### src/core/patb_pkg.sv
// constants, register map and shared helpers for the port arbitration
// table and channel status block; assumes a 32-bit classic wishbone slave
package patb_pkg;

  // ==========================================================
  // register map, byte addresses
  localparam int          ADR_W        = 12;
  localparam logic [11:0] OFF_CONTROL  = 12'h214;
  localparam logic [11:0] OFF_STATUS   = 12'h218;
  localparam logic [11:0] OFF_TABLE0   = 12'h220;
  localparam logic [11:0] OFF_ARB_CFG  = 12'h230;
  localparam logic [11:0] OFF_IRQ_STAT = 12'h240;
  localparam logic [11:0] OFF_IRQ_MASK = 12'h244;

  // ==========================================================
  // field positions and reset values
  localparam int          CTL_LOAD_BIT     = 16;
  localparam int          STS_COHERENT_BIT = 16;
  localparam int          STS_FC_BIT       = 17;
  localparam int          CFG_USED_BIT     = 0;
  localparam int          SEL_LOAD_LANE    = 2;
  localparam logic [31:0] RESET_WORD       = 32'h0000_0000;

  // ==========================================================
  // phase table layout and port encodings
  localparam int          PHASE_W         = 4;
  localparam int          PHASE_COUNT     = 8;
  localparam int          PHASE_IDX_W     = 3;
  localparam logic [3:0]  PORT_UPSTREAM   = 4'h0;
  localparam logic [3:0]  PORT_FIRST_DOWN = 4'h2;
  localparam logic [3:0]  PORT_LAST_DOWN  = 4'h5;

  // ==========================================================
  // interrupt status bits
  localparam int IRQ_W             = 3;
  localparam int IRQ_LOAD_DONE     = 0;
  localparam int IRQ_FC_DONE       = 1;
  localparam int IRQ_TABLE_WRITTEN = 2;

  // table load handshake towards the arbiter
  typedef enum logic {LOAD_IDLE, LOAD_WAIT} patb_load_type;

  // reserved ids and the egress port itself are not servable
  function automatic logic port_id_valid(input logic [3:0] id, input logic [3:0] own);
    port_id_valid = ((id == PORT_UPSTREAM) ||
                     ((id >= PORT_FIRST_DOWN) && (id <= PORT_LAST_DOWN))) && (id != own);
  endfunction : port_id_valid

endpackage : patb_pkg

### src/core/patb_phase_walk.sv
// walks the loaded phase table and names the port served next
// assumes advance_i and load_i come from logic on the same clock
`timescale 1ns/1ps
module patb_phase_walk
(
  // clock and reset
  input  wire logic                           clk_i,
  input  wire logic                           rst_i,
  // table and control
  input  wire logic [31:0]                    table_i,
  input  wire logic [3:0]                     own_port_i,
  input  wire logic                           enable_i,
  input  wire logic                           load_i,
  input  wire logic                           advance_i,
  // current grant
  output logic [3:0]                          served_port_o,
  output logic [patb_pkg::PHASE_IDX_W-1:0]    phase_o,
  output logic                                served_valid_o
);

  logic [patb_pkg::PHASE_COUNT-1:0] valid_vec;
  logic [patb_pkg::PHASE_IDX_W-1:0] next_phase;
  logic                             next_found;
  logic [patb_pkg::PHASE_IDX_W-1:0] start;

  // per-phase validity of the port id
  genvar g;
  generate
    for (g = 0; g < patb_pkg::PHASE_COUNT; g++)
    begin : g_valid
      assign valid_vec[g] = patb_pkg::port_id_valid(
        table_i[g*patb_pkg::PHASE_W +: patb_pkg::PHASE_W], own_port_i);
    end
  endgenerate

  // search starts at phase 0 after a load, else after the current one
  assign start = load_i ? '0 : phase_o + 3'h1;

  // skip invalid entries within the same cycle, no wasted period
  always_comb
  begin
    logic [patb_pkg::PHASE_IDX_W-1:0] idx;
    idx        = '0;
    next_phase = phase_o;
    next_found = 1'b0;
    for (int i = 0; i < patb_pkg::PHASE_COUNT; i++)
    begin
      idx = start + i[patb_pkg::PHASE_IDX_W-1:0];
      if (!next_found && valid_vec[idx])
      begin
        next_phase = idx;
        next_found = 1'b1;
      end
    end
  end

  // grant register
  always_ff @(posedge clk_i)
  begin
    if (rst_i)
    begin
      phase_o        <= '0;
      served_port_o  <= patb_pkg::PORT_UPSTREAM;
      served_valid_o <= 1'b0;
    end
    else if (!enable_i)
      served_valid_o <= 1'b0;
    else if (load_i || advance_i)
    begin
      phase_o        <= next_phase;
      served_port_o  <= table_i[next_phase*patb_pkg::PHASE_W +: patb_pkg::PHASE_W];
      served_valid_o <= next_found;
    end
  end

endmodule : patb_phase_walk

### src/core/patb_top.sv
// port arbitration table entry 0, channel status and control registers,
// load handshake with the port arbiter and a walked phase grant
// assumes one 125 MHz clock, classic wishbone master, arbiter on same clock
//
// Chosen here: register access over Wishbone.
`timescale 1ns/1ps
module patb_top
(
  // clock and reset
  input  wire logic        clk_i,
  input  wire logic        rst_i,
  // wishbone slave
  input  wire logic        cyc_i,
  input  wire logic        stb_i,
  input  wire logic        we_i,
  input  wire logic [11:0] adr_i,
  input  wire logic [3:0]  sel_i,
  input  wire logic [31:0] dat_i,
  output logic      [31:0] dat_o,
  output logic             ack_o,
  // port straps, from pins
  input  wire logic        port_is_upstream_i,
  input  wire logic [3:0]  own_port_id_i,
  // link and arbiter, same clock
  input  wire logic        fc_init_pending_i,
  input  wire logic        load_done_i,
  input  wire logic        phase_advance_i,
  output logic             table_load_request_o,
  output logic      [31:0] arb_table_o,
  output logic      [3:0]  served_port_o,
  output logic      [2:0]  served_phase_o,
  output logic             served_valid_o,
  // interrupt
  output logic             irq_o
);

  // ==========================================================
  // strap synchronisers
  logic       up_meta;
  logic       up_sync;
  logic [3:0] own_meta;
  logic [3:0] own_sync;

  // straps may move with board state, so resample every cycle
  always_ff @(posedge clk_i)
  begin
    if (rst_i)
    begin
      up_meta  <= 1'b0;
      up_sync  <= 1'b0;
      own_meta <= 4'h0;
      own_sync <= 4'h0;
    end
    else
    begin
      up_meta  <= port_is_upstream_i;
      up_sync  <= up_meta;
      own_meta <= own_port_id_i;
      own_sync <= own_meta;
    end
  end

  // ==========================================================
  // bus decode
  logic bus_wr;
  logic bus_rd;

  patb_wb_slave u_wb
  (
    .clk_i (clk_i),
    .rst_i (rst_i),
    .cyc_i (cyc_i),
    .stb_i (stb_i),
    .we_i  (we_i),
    .wr_o  (bus_wr),
    .rd_o  (bus_rd),
    .ack_o (ack_o)
  );

  logic hit_ctl;
  logic hit_sts;
  logic hit_tbl;
  logic hit_cfg;
  logic hit_istat;
  logic hit_imask;

  // word decode, low two address bits ignored
  assign hit_ctl   = adr_i[11:2] == patb_pkg::OFF_CONTROL[11:2];
  assign hit_sts   = adr_i[11:2] == patb_pkg::OFF_STATUS[11:2];
  assign hit_tbl   = adr_i[11:2] == patb_pkg::OFF_TABLE0[11:2];
  assign hit_cfg   = adr_i[11:2] == patb_pkg::OFF_ARB_CFG[11:2];
  assign hit_istat = adr_i[11:2] == patb_pkg::OFF_IRQ_STAT[11:2];
  assign hit_imask = adr_i[11:2] == patb_pkg::OFF_IRQ_MASK[11:2];

  // ==========================================================
  // phase table, entry 0
  logic [31:0] next_table;
  logic        table_write;

  // byte-lane merge of a table write
  always_comb
  begin
    next_table = arb_table_o;
    for (int b = 0; b < 4; b++)
    begin
      if (sel_i[b])
        next_table[b*8 +: 8] = dat_i[b*8 +: 8];
    end
  end

  assign table_write = bus_wr && hit_tbl && (sel_i != 4'h0);

  // eight 4-bit phase fields, all read-write
  always_ff @(posedge clk_i)
  begin
    if (rst_i)
      arb_table_o <= patb_pkg::RESET_WORD;
    else if (table_write)
      arb_table_o <= next_table;
  end

  // ==========================================================
  // arbitration configuration
  logic table_used;

  // selects whether the current scheme walks the table at all
  always_ff @(posedge clk_i)
  begin
    if (rst_i)
      table_used <= 1'b0;
    else if (bus_wr && hit_cfg && sel_i[0])
      table_used <= dat_i[patb_pkg::CFG_USED_BIT];
  end

  // ==========================================================
  // table load handshake
  patb_pkg::patb_load_type load_state;
  logic                    load_cmd;
  logic                    load_finish;

  // a zero in the bit does nothing; only upstream ports act on it
  assign load_cmd = bus_wr && hit_ctl && sel_i[patb_pkg::SEL_LOAD_LANE] &&
                    dat_i[patb_pkg::CTL_LOAD_BIT] && up_sync;
  assign load_finish = (load_state == patb_pkg::LOAD_WAIT) && load_done_i;

  // request stays high until the arbiter has latched the table
  always_ff @(posedge clk_i)
  begin
    if (rst_i)
    begin
      load_state           <= patb_pkg::LOAD_IDLE;
      table_load_request_o <= 1'b0;
    end
    else
    begin
      case (load_state)
        patb_pkg::LOAD_IDLE:
        begin
          if (load_cmd)
          begin
            load_state           <= patb_pkg::LOAD_WAIT;
            table_load_request_o <= 1'b1;
          end
        end
        patb_pkg::LOAD_WAIT:
        begin
          if (load_done_i)
          begin
            load_state           <= patb_pkg::LOAD_IDLE;
            table_load_request_o <= 1'b0;
          end
        end
        default:
        begin
          load_state           <= patb_pkg::LOAD_IDLE;
          table_load_request_o <= 1'b0;
        end
      endcase
    end
  end

  // ==========================================================
  // arbiter's latched copy of the table
  logic [31:0] loaded_table;
  logic        load_seen;

  // the walk keeps the old table until a load completes
  always_ff @(posedge clk_i)
  begin
    if (rst_i)
    begin
      loaded_table <= patb_pkg::RESET_WORD;
      load_seen    <= 1'b0;
    end
    else
    begin
      load_seen <= load_finish;
      if (load_finish)
        loaded_table <= arb_table_o;
    end
  end

  patb_phase_walk u_walk
  (
    .clk_i          (clk_i),
    .rst_i          (rst_i),
    .table_i        (loaded_table),
    .own_port_i     (own_sync),
    .enable_i       (table_used),
    .load_i         (load_seen),
    .advance_i      (phase_advance_i),
    .served_port_o  (served_port_o),
    .phase_o        (served_phase_o),
    .served_valid_o (served_valid_o)
  );

  // ==========================================================
  // channel status
  logic coherency_flag;
  logic fc_pending;

  // a table write in the finishing cycle wins over the clear
  always_ff @(posedge clk_i)
  begin
    if (rst_i)
      coherency_flag <= 1'b0;
    else if (table_write)
      coherency_flag <= 1'b1;
    else if (load_finish)
      coherency_flag <= 1'b0;
  end

  // registered copy of the flow control init level
  always_ff @(posedge clk_i)
  begin
    if (rst_i)
      fc_pending <= 1'b0;
    else
      fc_pending <= fc_init_pending_i;
  end

  logic [31:0] status_word;

  // reserved bits tie to zero; downstream hides the flag
  always_comb
  begin
    status_word = patb_pkg::RESET_WORD;
    status_word[patb_pkg::STS_COHERENT_BIT] = coherency_flag && up_sync;
    status_word[patb_pkg::STS_FC_BIT]       = fc_pending;
  end

  // ==========================================================
  // interrupt status and mask
  logic [patb_pkg::IRQ_W-1:0] irq_status;
  logic [patb_pkg::IRQ_W-1:0] irq_mask;
  logic [patb_pkg::IRQ_W-1:0] irq_events;
  logic [patb_pkg::IRQ_W-1:0] next_irq_status;

  // end of flow control init seen as a falling pending level
  always_comb
  begin
    irq_events = '0;
    irq_events[patb_pkg::IRQ_LOAD_DONE]     = load_finish;
    irq_events[patb_pkg::IRQ_FC_DONE]       = fc_pending && !fc_init_pending_i;
    irq_events[patb_pkg::IRQ_TABLE_WRITTEN] = table_write;
  end

  // read clears, but an event in that cycle survives
  always_comb
  begin
    next_irq_status = irq_status;
    if (bus_rd && hit_istat)
      next_irq_status = '0;
    next_irq_status = next_irq_status | irq_events;
  end

  always_ff @(posedge clk_i)
  begin
    if (rst_i)
      irq_status <= '0;
    else
      irq_status <= next_irq_status;
  end

  always_ff @(posedge clk_i)
  begin
    if (rst_i)
      irq_mask <= '0;
    else if (bus_wr && hit_imask && sel_i[0])
      irq_mask <= dat_i[patb_pkg::IRQ_W-1:0];
  end

  // level output, from the next status value and the current mask
  always_ff @(posedge clk_i)
  begin
    if (rst_i)
      irq_o <= 1'b0;
    else
      irq_o <= |(next_irq_status & irq_mask);
  end

  // ==========================================================
  // read data
  logic [31:0] next_rdata;

  // control reads all zero, so the load bit never shows as set
  always_comb
  begin
    next_rdata = patb_pkg::RESET_WORD;
    if (hit_ctl)
      next_rdata = patb_pkg::RESET_WORD;
    else if (hit_sts)
      next_rdata = status_word;
    else if (hit_tbl)
      next_rdata = arb_table_o;
    else if (hit_cfg)
      next_rdata[patb_pkg::CFG_USED_BIT] = table_used;
    else if (hit_istat)
      next_rdata[patb_pkg::IRQ_W-1:0] = irq_status;
    else if (hit_imask)
      next_rdata[patb_pkg::IRQ_W-1:0] = irq_mask;
  end

  // unmapped reads answer zero rather than an error
  always_ff @(posedge clk_i)
  begin
    if (rst_i)
      dat_o <= patb_pkg::RESET_WORD;
    else if (bus_rd)
      dat_o <= next_rdata;
  end

endmodule : patb_top

### src/core/patb_wb_slave.sv
// classic wishbone handshake for the register bank
// assumes a master holding the request until ack; one access per request
`timescale 1ns/1ps
module patb_wb_slave
(
  // clock and reset
  input  wire logic clk_i,
  input  wire logic rst_i,
  // bus request
  input  wire logic cyc_i,
  input  wire logic stb_i,
  input  wire logic we_i,
  // access strobes and answer
  output logic      wr_o,
  output logic      rd_o,
  output logic      ack_o
);

  logic acc;

  // one access per request; ack high blocks a second take
  assign acc  = cyc_i && stb_i && !ack_o;
  assign wr_o = acc && we_i;
  assign rd_o = acc && !we_i;

  // registered ack, dropped the cycle after it was given
  always_ff @(posedge clk_i)
  begin
    if (rst_i)
      ack_o <= 1'b0;
    else
      ack_o <= acc;
  end

endmodule : patb_wb_slave

### config.mk
export PLATFORM = sky130hd
export DESIGN_NAME = patb_top
export DESIGN_NICKNAME = d
export VERILOG_FILES = /design/src/core/patb_pkg.sv /design/src/core/patb_phase_walk.sv /design/src/core/patb_top.sv /design/src/core/patb_wb_slave.sv
export SDC_FILE = /design/constraint.sdc
export NUM_CORES = 1
export LEC_CHECK = 0
export ABC_AREA = 0
export ABC_CLOCK_PERIOD_IN_PS = 4800
export BUFFER_PORTS_ARGS = -buffer_cell sky130_fd_sc_hd__clkbuf_2
export CAP_MARGIN = 25
export CELL_PAD_IN_SITES_DETAIL_PLACEMENT = 1
export CELL_PAD_IN_SITES_GLOBAL_PLACEMENT = 2
export CORE_AREA = 5 5 148 150
export CTS_CLUSTER_SIZE = 14
export DETAILED_ROUTE_END_ITERATION = 10
export DIE_AREA = 0 0 153 155
export MAX_ROUTING_LAYER = met4
export PLACE_DENSITY = 0.9
export REMOVE_ABC_BUFFERS = 1
export SYNTH_ARGS = -nofsm -noshare
export SYNTH_HDL_FRONTEND = slang
export SYNTH_SLANG_ARGS = --single-unit
### constraint.sdc
create_clock -name clk_i -period 4.8 [get_ports clk_i]
set_input_delay 0.48 -clock clk_i [delete_from_list [all_inputs] [get_ports clk_i]]
set_output_delay 0.48 -clock clk_i [all_outputs]
set_load 0.005 [all_outputs]
* After elaboration in Yosys (flattened, before gate mapping)
Index checks and enable logic that the tools add are counted.
** Operators by class
- Add/subtract/negate cells :: 8
- Magnitude comparators :: 24
- Equality and inequality tests :: 16
- Shifts and indexed selects :: 1
- Muxes and demuxes :: 50
- Bitwise logic cells :: 4
- Reductions and logical operators :: 78
** Operator list (count)
- 2-to-1 mux 32 bit :: 2
- == test 10 x 8 -> 1 bit (second input constant) :: 6
- logical AND 1 bit :: 41
- 2-to-1 mux 3 bit :: 13
- greater-or-equal comparator 4 x 2 -> 1 bit (second input constant) :: 8
- less-or-equal comparator 4 x 3 -> 1 bit (second input constant) :: 8
- zero test 4 bit :: 8
- less-than comparator 3 x 4 -> 1 bit (second input constant) :: 8
- != test 4 bit :: 8
- variable part select 32 x 6 -> 4 bit :: 1
- 2-to-1 mux 29 bit :: 1
- binary-select mux 1 bit (select 3 bit) :: 8
- 2-to-1 mux 1 bit :: 23
- adder 3 bit (second input constant) :: 4
- AND reduction 2 bit :: 6
- zero test 1 bit :: 10
- logical OR 1 bit :: 9
- adder 3 x 1 -> 3 bit (second input constant) :: 2
- adder 3 x 2 -> 3 bit (second input constant) :: 2
- != test 2 bit (second input constant) :: 2
- case mux 1 bit (2 select lines) :: 2
- nonzero test 4 bit :: 1
- bitwise AND 3 bit :: 1
- OR 3 bit :: 1
- 5 further kinds :: 6
** Word-level totals
- Bits in registers :: 128
- Bits of input ports :: 61
- Output and inout bits :: 75

* Depth between registers and ports, before layout
- Depth after elaboration :: 29
- Depth in mapped cells :: 15
- Mapped depth without buffers :: 13

* Cells and area by module
Synthesis repeated with hierarchy kept, for this count alone.
** Unflattened totals
- Cells, all modules :: 842
- Area total of the unflattened synthesis :: 7061.8 sq um
** Modules (own cells, without submodules)
- patb_top :: instances 1, cells an instance 494, area each 4496.8 sq um, sequential area each 2382.3 sq um
- patb_phase_walk :: instances 1, cells an instance 344, area each 2508.7 sq um, sequential area each 160.2 sq um
- patb_wb_slave :: instances 1, cells an instance 4, area each 56.3 sq um, sequential area each 20.0 sq um

* Worst setup path before layout
Ideal clock, no wire load.
- Path kind :: register to register
- Start point :: reg u_walk.phase_o[1] in the netlist's numbering
- End point :: reg u_walk.served_port_o[0]
- Library setup time :: 0.121 ns
- Arrival time :: 3.540 ns
- Slack :: 1.139 ns
- Stages on the path, launching flop included :: 15
- Path buffers :: 3
- Period minus slack after synthesis :: 3.661 ns
- Cells stage by stage :: dfxtp_1 > ha_1 > buf_2 > nand2b_1 > clkbuf_1 > o32ai_1 > a32oi_1 > nand4b_4 > or4_4 > o211ai_2 > a41oi_4 > buf_6 > mux2_1 > o221ai_1 > o21ai_1
** Between the ends
- Word-level cells in the longest chain between the ends :: 27
- Elaborated cells between the ends (all ways) :: 55
** Ends and longest elaborated chain
- from (decl) :: RTL line patb_phase_walk.sv:17 : output logic [patb_pkg::PHASE_IDX_W-1:0] phase_o,
- from (signal assigned) :: RTL line patb_phase_walk.sv:70 : phase_o <= next_phase;
- branches (longest 25 deep; another with adder 3 x 1 -> 3 bit)
- 2-to-1 mux 3 bit * :: RTL line patb_phase_walk.sv:49 : if (!next_found && valid_vec[idx])
- variable part select 32 x 6 -> 4 bit * :: RTL line patb_phase_walk.sv:71 : served_port_o <= table_i[next_phase*patb_pkg::PHASE_W +: patb_pkg::PHASE_W];
- to (signal assigned) :: RTL line patb_phase_walk.sv:63 : served_port_o <= patb_pkg::PORT_UPSTREAM;
- to (signal assigned) :: RTL line patb_phase_walk.sv:71
- to (decl) :: RTL line patb_phase_walk.sv:16 : output logic [3:0] served_port_o,
Mark *: on every way between the ends. The select of a mux whose other input is x is not followed.
A chain may end at the register's enable or synchronous reset.

* Worst setup path after layout
- Start point :: reg own_sync[2]
- End point :: reg u_walk.served_port_o[2]
** Between the ends
- Word-level cells in the longest chain between the ends :: 27
- Elaborated cells between the ends (all ways) :: 62
** Ends and longest elaborated chain
- from (decl) :: RTL line patb_top.sv:42 : logic [3:0] own_sync;
- from (signal assigned) :: RTL line patb_top.sv:59 : own_sync <= own_meta;
- != test 4 bit :: RTL line patb_pkg.sv:46 : ((id >= PORT_FIRST_DOWN) && (id <= PORT_LAST_DOWN))) && (id != own);
- logical AND 1 bit :: RTL line patb_pkg.sv:46
- binary-select mux 1 bit (select 3 bit) :: RTL line patb_phase_walk.sv:49
- 2-to-1 mux 1 bit (implied by the code) :: RTL line patb_phase_walk.sv:49
- 2-to-1 mux 1 bit :: RTL line patb_phase_walk.sv:49
- zero test 1 bit :: RTL line patb_phase_walk.sv:49
- logical AND 1 bit :: RTL line patb_phase_walk.sv:49
- 2-to-1 mux 1 bit :: RTL line patb_phase_walk.sv:49
- [11 not listed]
- 2-to-1 mux 1 bit :: RTL line patb_phase_walk.sv:49
- zero test 1 bit :: RTL line patb_phase_walk.sv:49
- logical AND 1 bit :: RTL line patb_phase_walk.sv:49
- 2-to-1 mux 1 bit :: RTL line patb_phase_walk.sv:49
- zero test 1 bit :: RTL line patb_phase_walk.sv:49
- logical AND 1 bit :: RTL line patb_phase_walk.sv:49
- 2-to-1 mux 3 bit * :: RTL line patb_phase_walk.sv:49
- variable part select 32 x 6 -> 4 bit * :: RTL line patb_phase_walk.sv:71
Every way passes the cells marked *; elsewhere a longest branch is shown, timed or not. The select of a mux whose other input is x is not followed.

==> metrics.yaml <==
synthesis:
  synthFlopType: "dfxtp_1"
  avgSynthCellArea_um2: 8.39
  synth_cell_types: 71
  synthCells: 762
  synth_edf_count: 0
  synth_warnings: 0
  synth_area_mm2: 0.00640
  seq_area_frac_synth: 0.401
  ys_ff_latch: 128
  async_reset_ff_frac: 0
global_routing:
  first_global_vias: 6446
  antenna_found_initial: 0
  grt_max_degree: 61
  grt_overflow: 0
  grt_pass1_wl_um: 33800
  grt_usage: 0.181
clock_tree:
  cts_setup_buffers: 0
  cts_tree: "built"
  cts_inserted_buffers: 17
  post_cts_resized: 0
  cts.sinks: 128
  h-tree-depth: 4
  cts-root-buf: "clkbuf_16"
  cts.clk_slew.worst_paths_ns: 0.06
  insertion_delay_ns: 0.42
  ctsHoldBuffers: 0
  cts_buffer_depth: 2
timing:
  tightest_slew_ns: 0.698
  finalSetupViolCount: 0
  rsz0062_at_grt: "false"
  finalSetupTns_ns: 0
  max_slew_margin: 0.533
  fmax_mhz: 224
  skew_ns: 0.00806
  worst_slack_ns: 0.331
  hold_violations: 0
  min_period_over_period: 0.931
  period_minus_slack_ns: 4.47
  slew_viol_final: 0
floorplan:
  core_area_mm2: 0.0206
  die_h_um: 155
  dieArea_mm2: 0.0237
  io_pins: 136
  die_x_um: 153
  start_util: 0.311
  rows: 53
detailed_routing:
  post_drt_via_cell_ratio: 5.16
  finalWirelength_um: 20900
  drt_pre_antenna_iters: 4
  wl_per_cell_um: 17.8
  drc: 0
  final_antenna_net_count: 0
  vias: 6071
  drt-initial-drc-count: 338
critical_path:
  crit_type: "register to register"
  r2r_end: "u_walk.served_port_o[2]"
  worstPathRequired_ns: 5.10
  reg2reg_depth: 12
  worstSetupEndpointType: "register"
  worstPathArrival_ns: 4.77
  crit_fanout: 12
  r2r_slack_ns: 0.33
  start_kind: "register"
  crit-reg2reg-launch: "own_sync[2]"
flow_run:
  max_cap_violations: 0
power:
  pwr-share-clk: 0.521
  p_sw_uw: 641
  switching_share: 0.231
  internal-power_uw: 2130
  p_seq_frac: 0.388
  combinationalPowerShare: 0.091
  power.density_mw_per_mm2: 345
  p_leak_uw: 0.00355
  max-vdd-ir-drop_v: 0.000252
cells_and_area:
  fin_nets: 950
  area_growth_pct: 25.7
  diodes: 0
  drive_gt1_frac: 0.243
  layout_common_cells: "clkbuf_2, dfxtp_1, nand2_1"
  layout_commonest_cell: "clkbuf_2"
  instances_no_fill: 1176
placement:
  port_buffers: 133
  gp_congestion: 0.890
  pre_cts_slack_ns: 0.449
  dp_hpwl_um: 15500
  dp_cells: 1144
hold_path:
  hold_path.class: "primary input to register"
  hold_depth: 2
  hold_path_end: "up_meta"
  min_from: "port_is_upstream_i"
outcome:
  status: "finished, final reports clean"
## worst max path at each step
stage	from	to	slack, ns	depth (start not counted)
floorplan	u_walk.phase_o[0]	u_walk.served_port_o[0]	0.96	13
CTS	own_sync[2]	u_walk.served_port_o[1]	0.36	12
finish	own_sync[2]	u_walk.served_port_o[2]	0.33	12
global placement	u_walk.phase_o[0]	u_walk.served_port_o[1]	0.52	12
detailed placement	own_sync[2]	u_walk.served_port_o[1]	0.45	12
global route	own_sync[2]	u_walk.served_port_o[1]	0.12	12
## logic make-up after synthesis
group                      count (synthesis)  synth area share
AOI/OAI and AO/OA                        168             0.175
xor gates and xnor gates                  27            0.0381
adders and majority gates                  1           0.00196
buffers and inverters                     48            0.0321
DFF                                      128             0.401
muxes                                     57            0.0927
and+or+nand+nor                          333             0.260
## registers in the layout (all words and copies together), names as in the netlist
name and count:
loaded_table 32, arb_table_o 32, up_sync 1, table_used 1, up_meta 1, irq_o 1, dat_o 32, own_meta 4
load_seen 1, u_walk.served_port_o 4, fc_pending 1, u_walk.phase_o 3, irq_mask 3, load_state 1, coherency_flag 1, u_walk.served_valid_o 1
own_sync 4, irq_status 3, table_load_request_o 1, u_wb.ack_o 1
## worst max-delay path, stage by stage, from the launching register on
cell,delay [ns]
dfxtp_1,0.67
xor2_1,0.15
nor4_2,0.54
o32ai_1,0.20
a22oi_1,0.52
nand4b_4,0.19
or4_4,0.60
o211ai_2,0.29
a41oi_4,0.33
mux2_2,0.37
a211o_1,0.26
o221ai_1,0.11
o21ai_1,0.11
## metal layers
layer / GRT usage / wire [um]
met4: 0.0547 / 365
met3: 0.0350 / 756
met2: 0.298 / 10200
met1: 0.226 / 9570
met5: - / 0
## cell usage after synthesis, drive strengths merged, types with 4 or more instances
cell type  instances  area share
dfxtp            128        0.40
nand2            121       0.071
a21oi             89       0.070
nor2              75       0.044
nand3             50       0.039
mux2i             42       0.066
clkbuf            36       0.021
xor2              25       0.035
nor2b             16       0.016
mux2              15       0.027
o32ai             13       0.019
nor3              11      0.0086
o21ai             11      0.0086
nor4              10       0.022
buf                9      0.0092
nand2b             9      0.0088
a211o              8       0.011
a211oi             7      0.0090
or3b               7      0.0096
a22oi              5      0.0059
and2               5      0.0049
or2                5      0.0049
a32oi              4      0.0055
nand4              4      0.0039
o211ai             4      0.0063
o221ai             4      0.0055
## stage by stage
stage	instance area [um2]	power (uW)	utilization	hold slack (ns)
after floorplan	6200	1240	-	0.414
after global placement	7350	1350	0.358	0.426
after detailed placement	7380	1350	0.359	0.432
after CTS	8040	2800	0.391	0.269
after global routing	8040	2870	0.391	0.284
final	8040	2770	0.391	0.284
## power groups by stage
stage | Clock [uW] | Combinational (uW) | Sequential, uW
2_1_floorplan | 0 | 146 | 1100
3_3_place_gp | 0 | 247 | 1100
3_5_place_dp | 0 | 249 | 1100
4_1_cts | 1470 | 251 | 1080
5_1_grt | 1520 | 271 | 1080
6_report | 1450 | 252 | 1080
## layout make-up
cell class                 count  area [um2]
multi-input combinational    586        3630
tap                          275         344
fill                        2537       12500
clock inverter                 9         179
timing repair buffer         152         831
clock buffer                  23         478
sequential                   128        2560
inverter                       3        11.3
(Power assumes the default switching activity.)
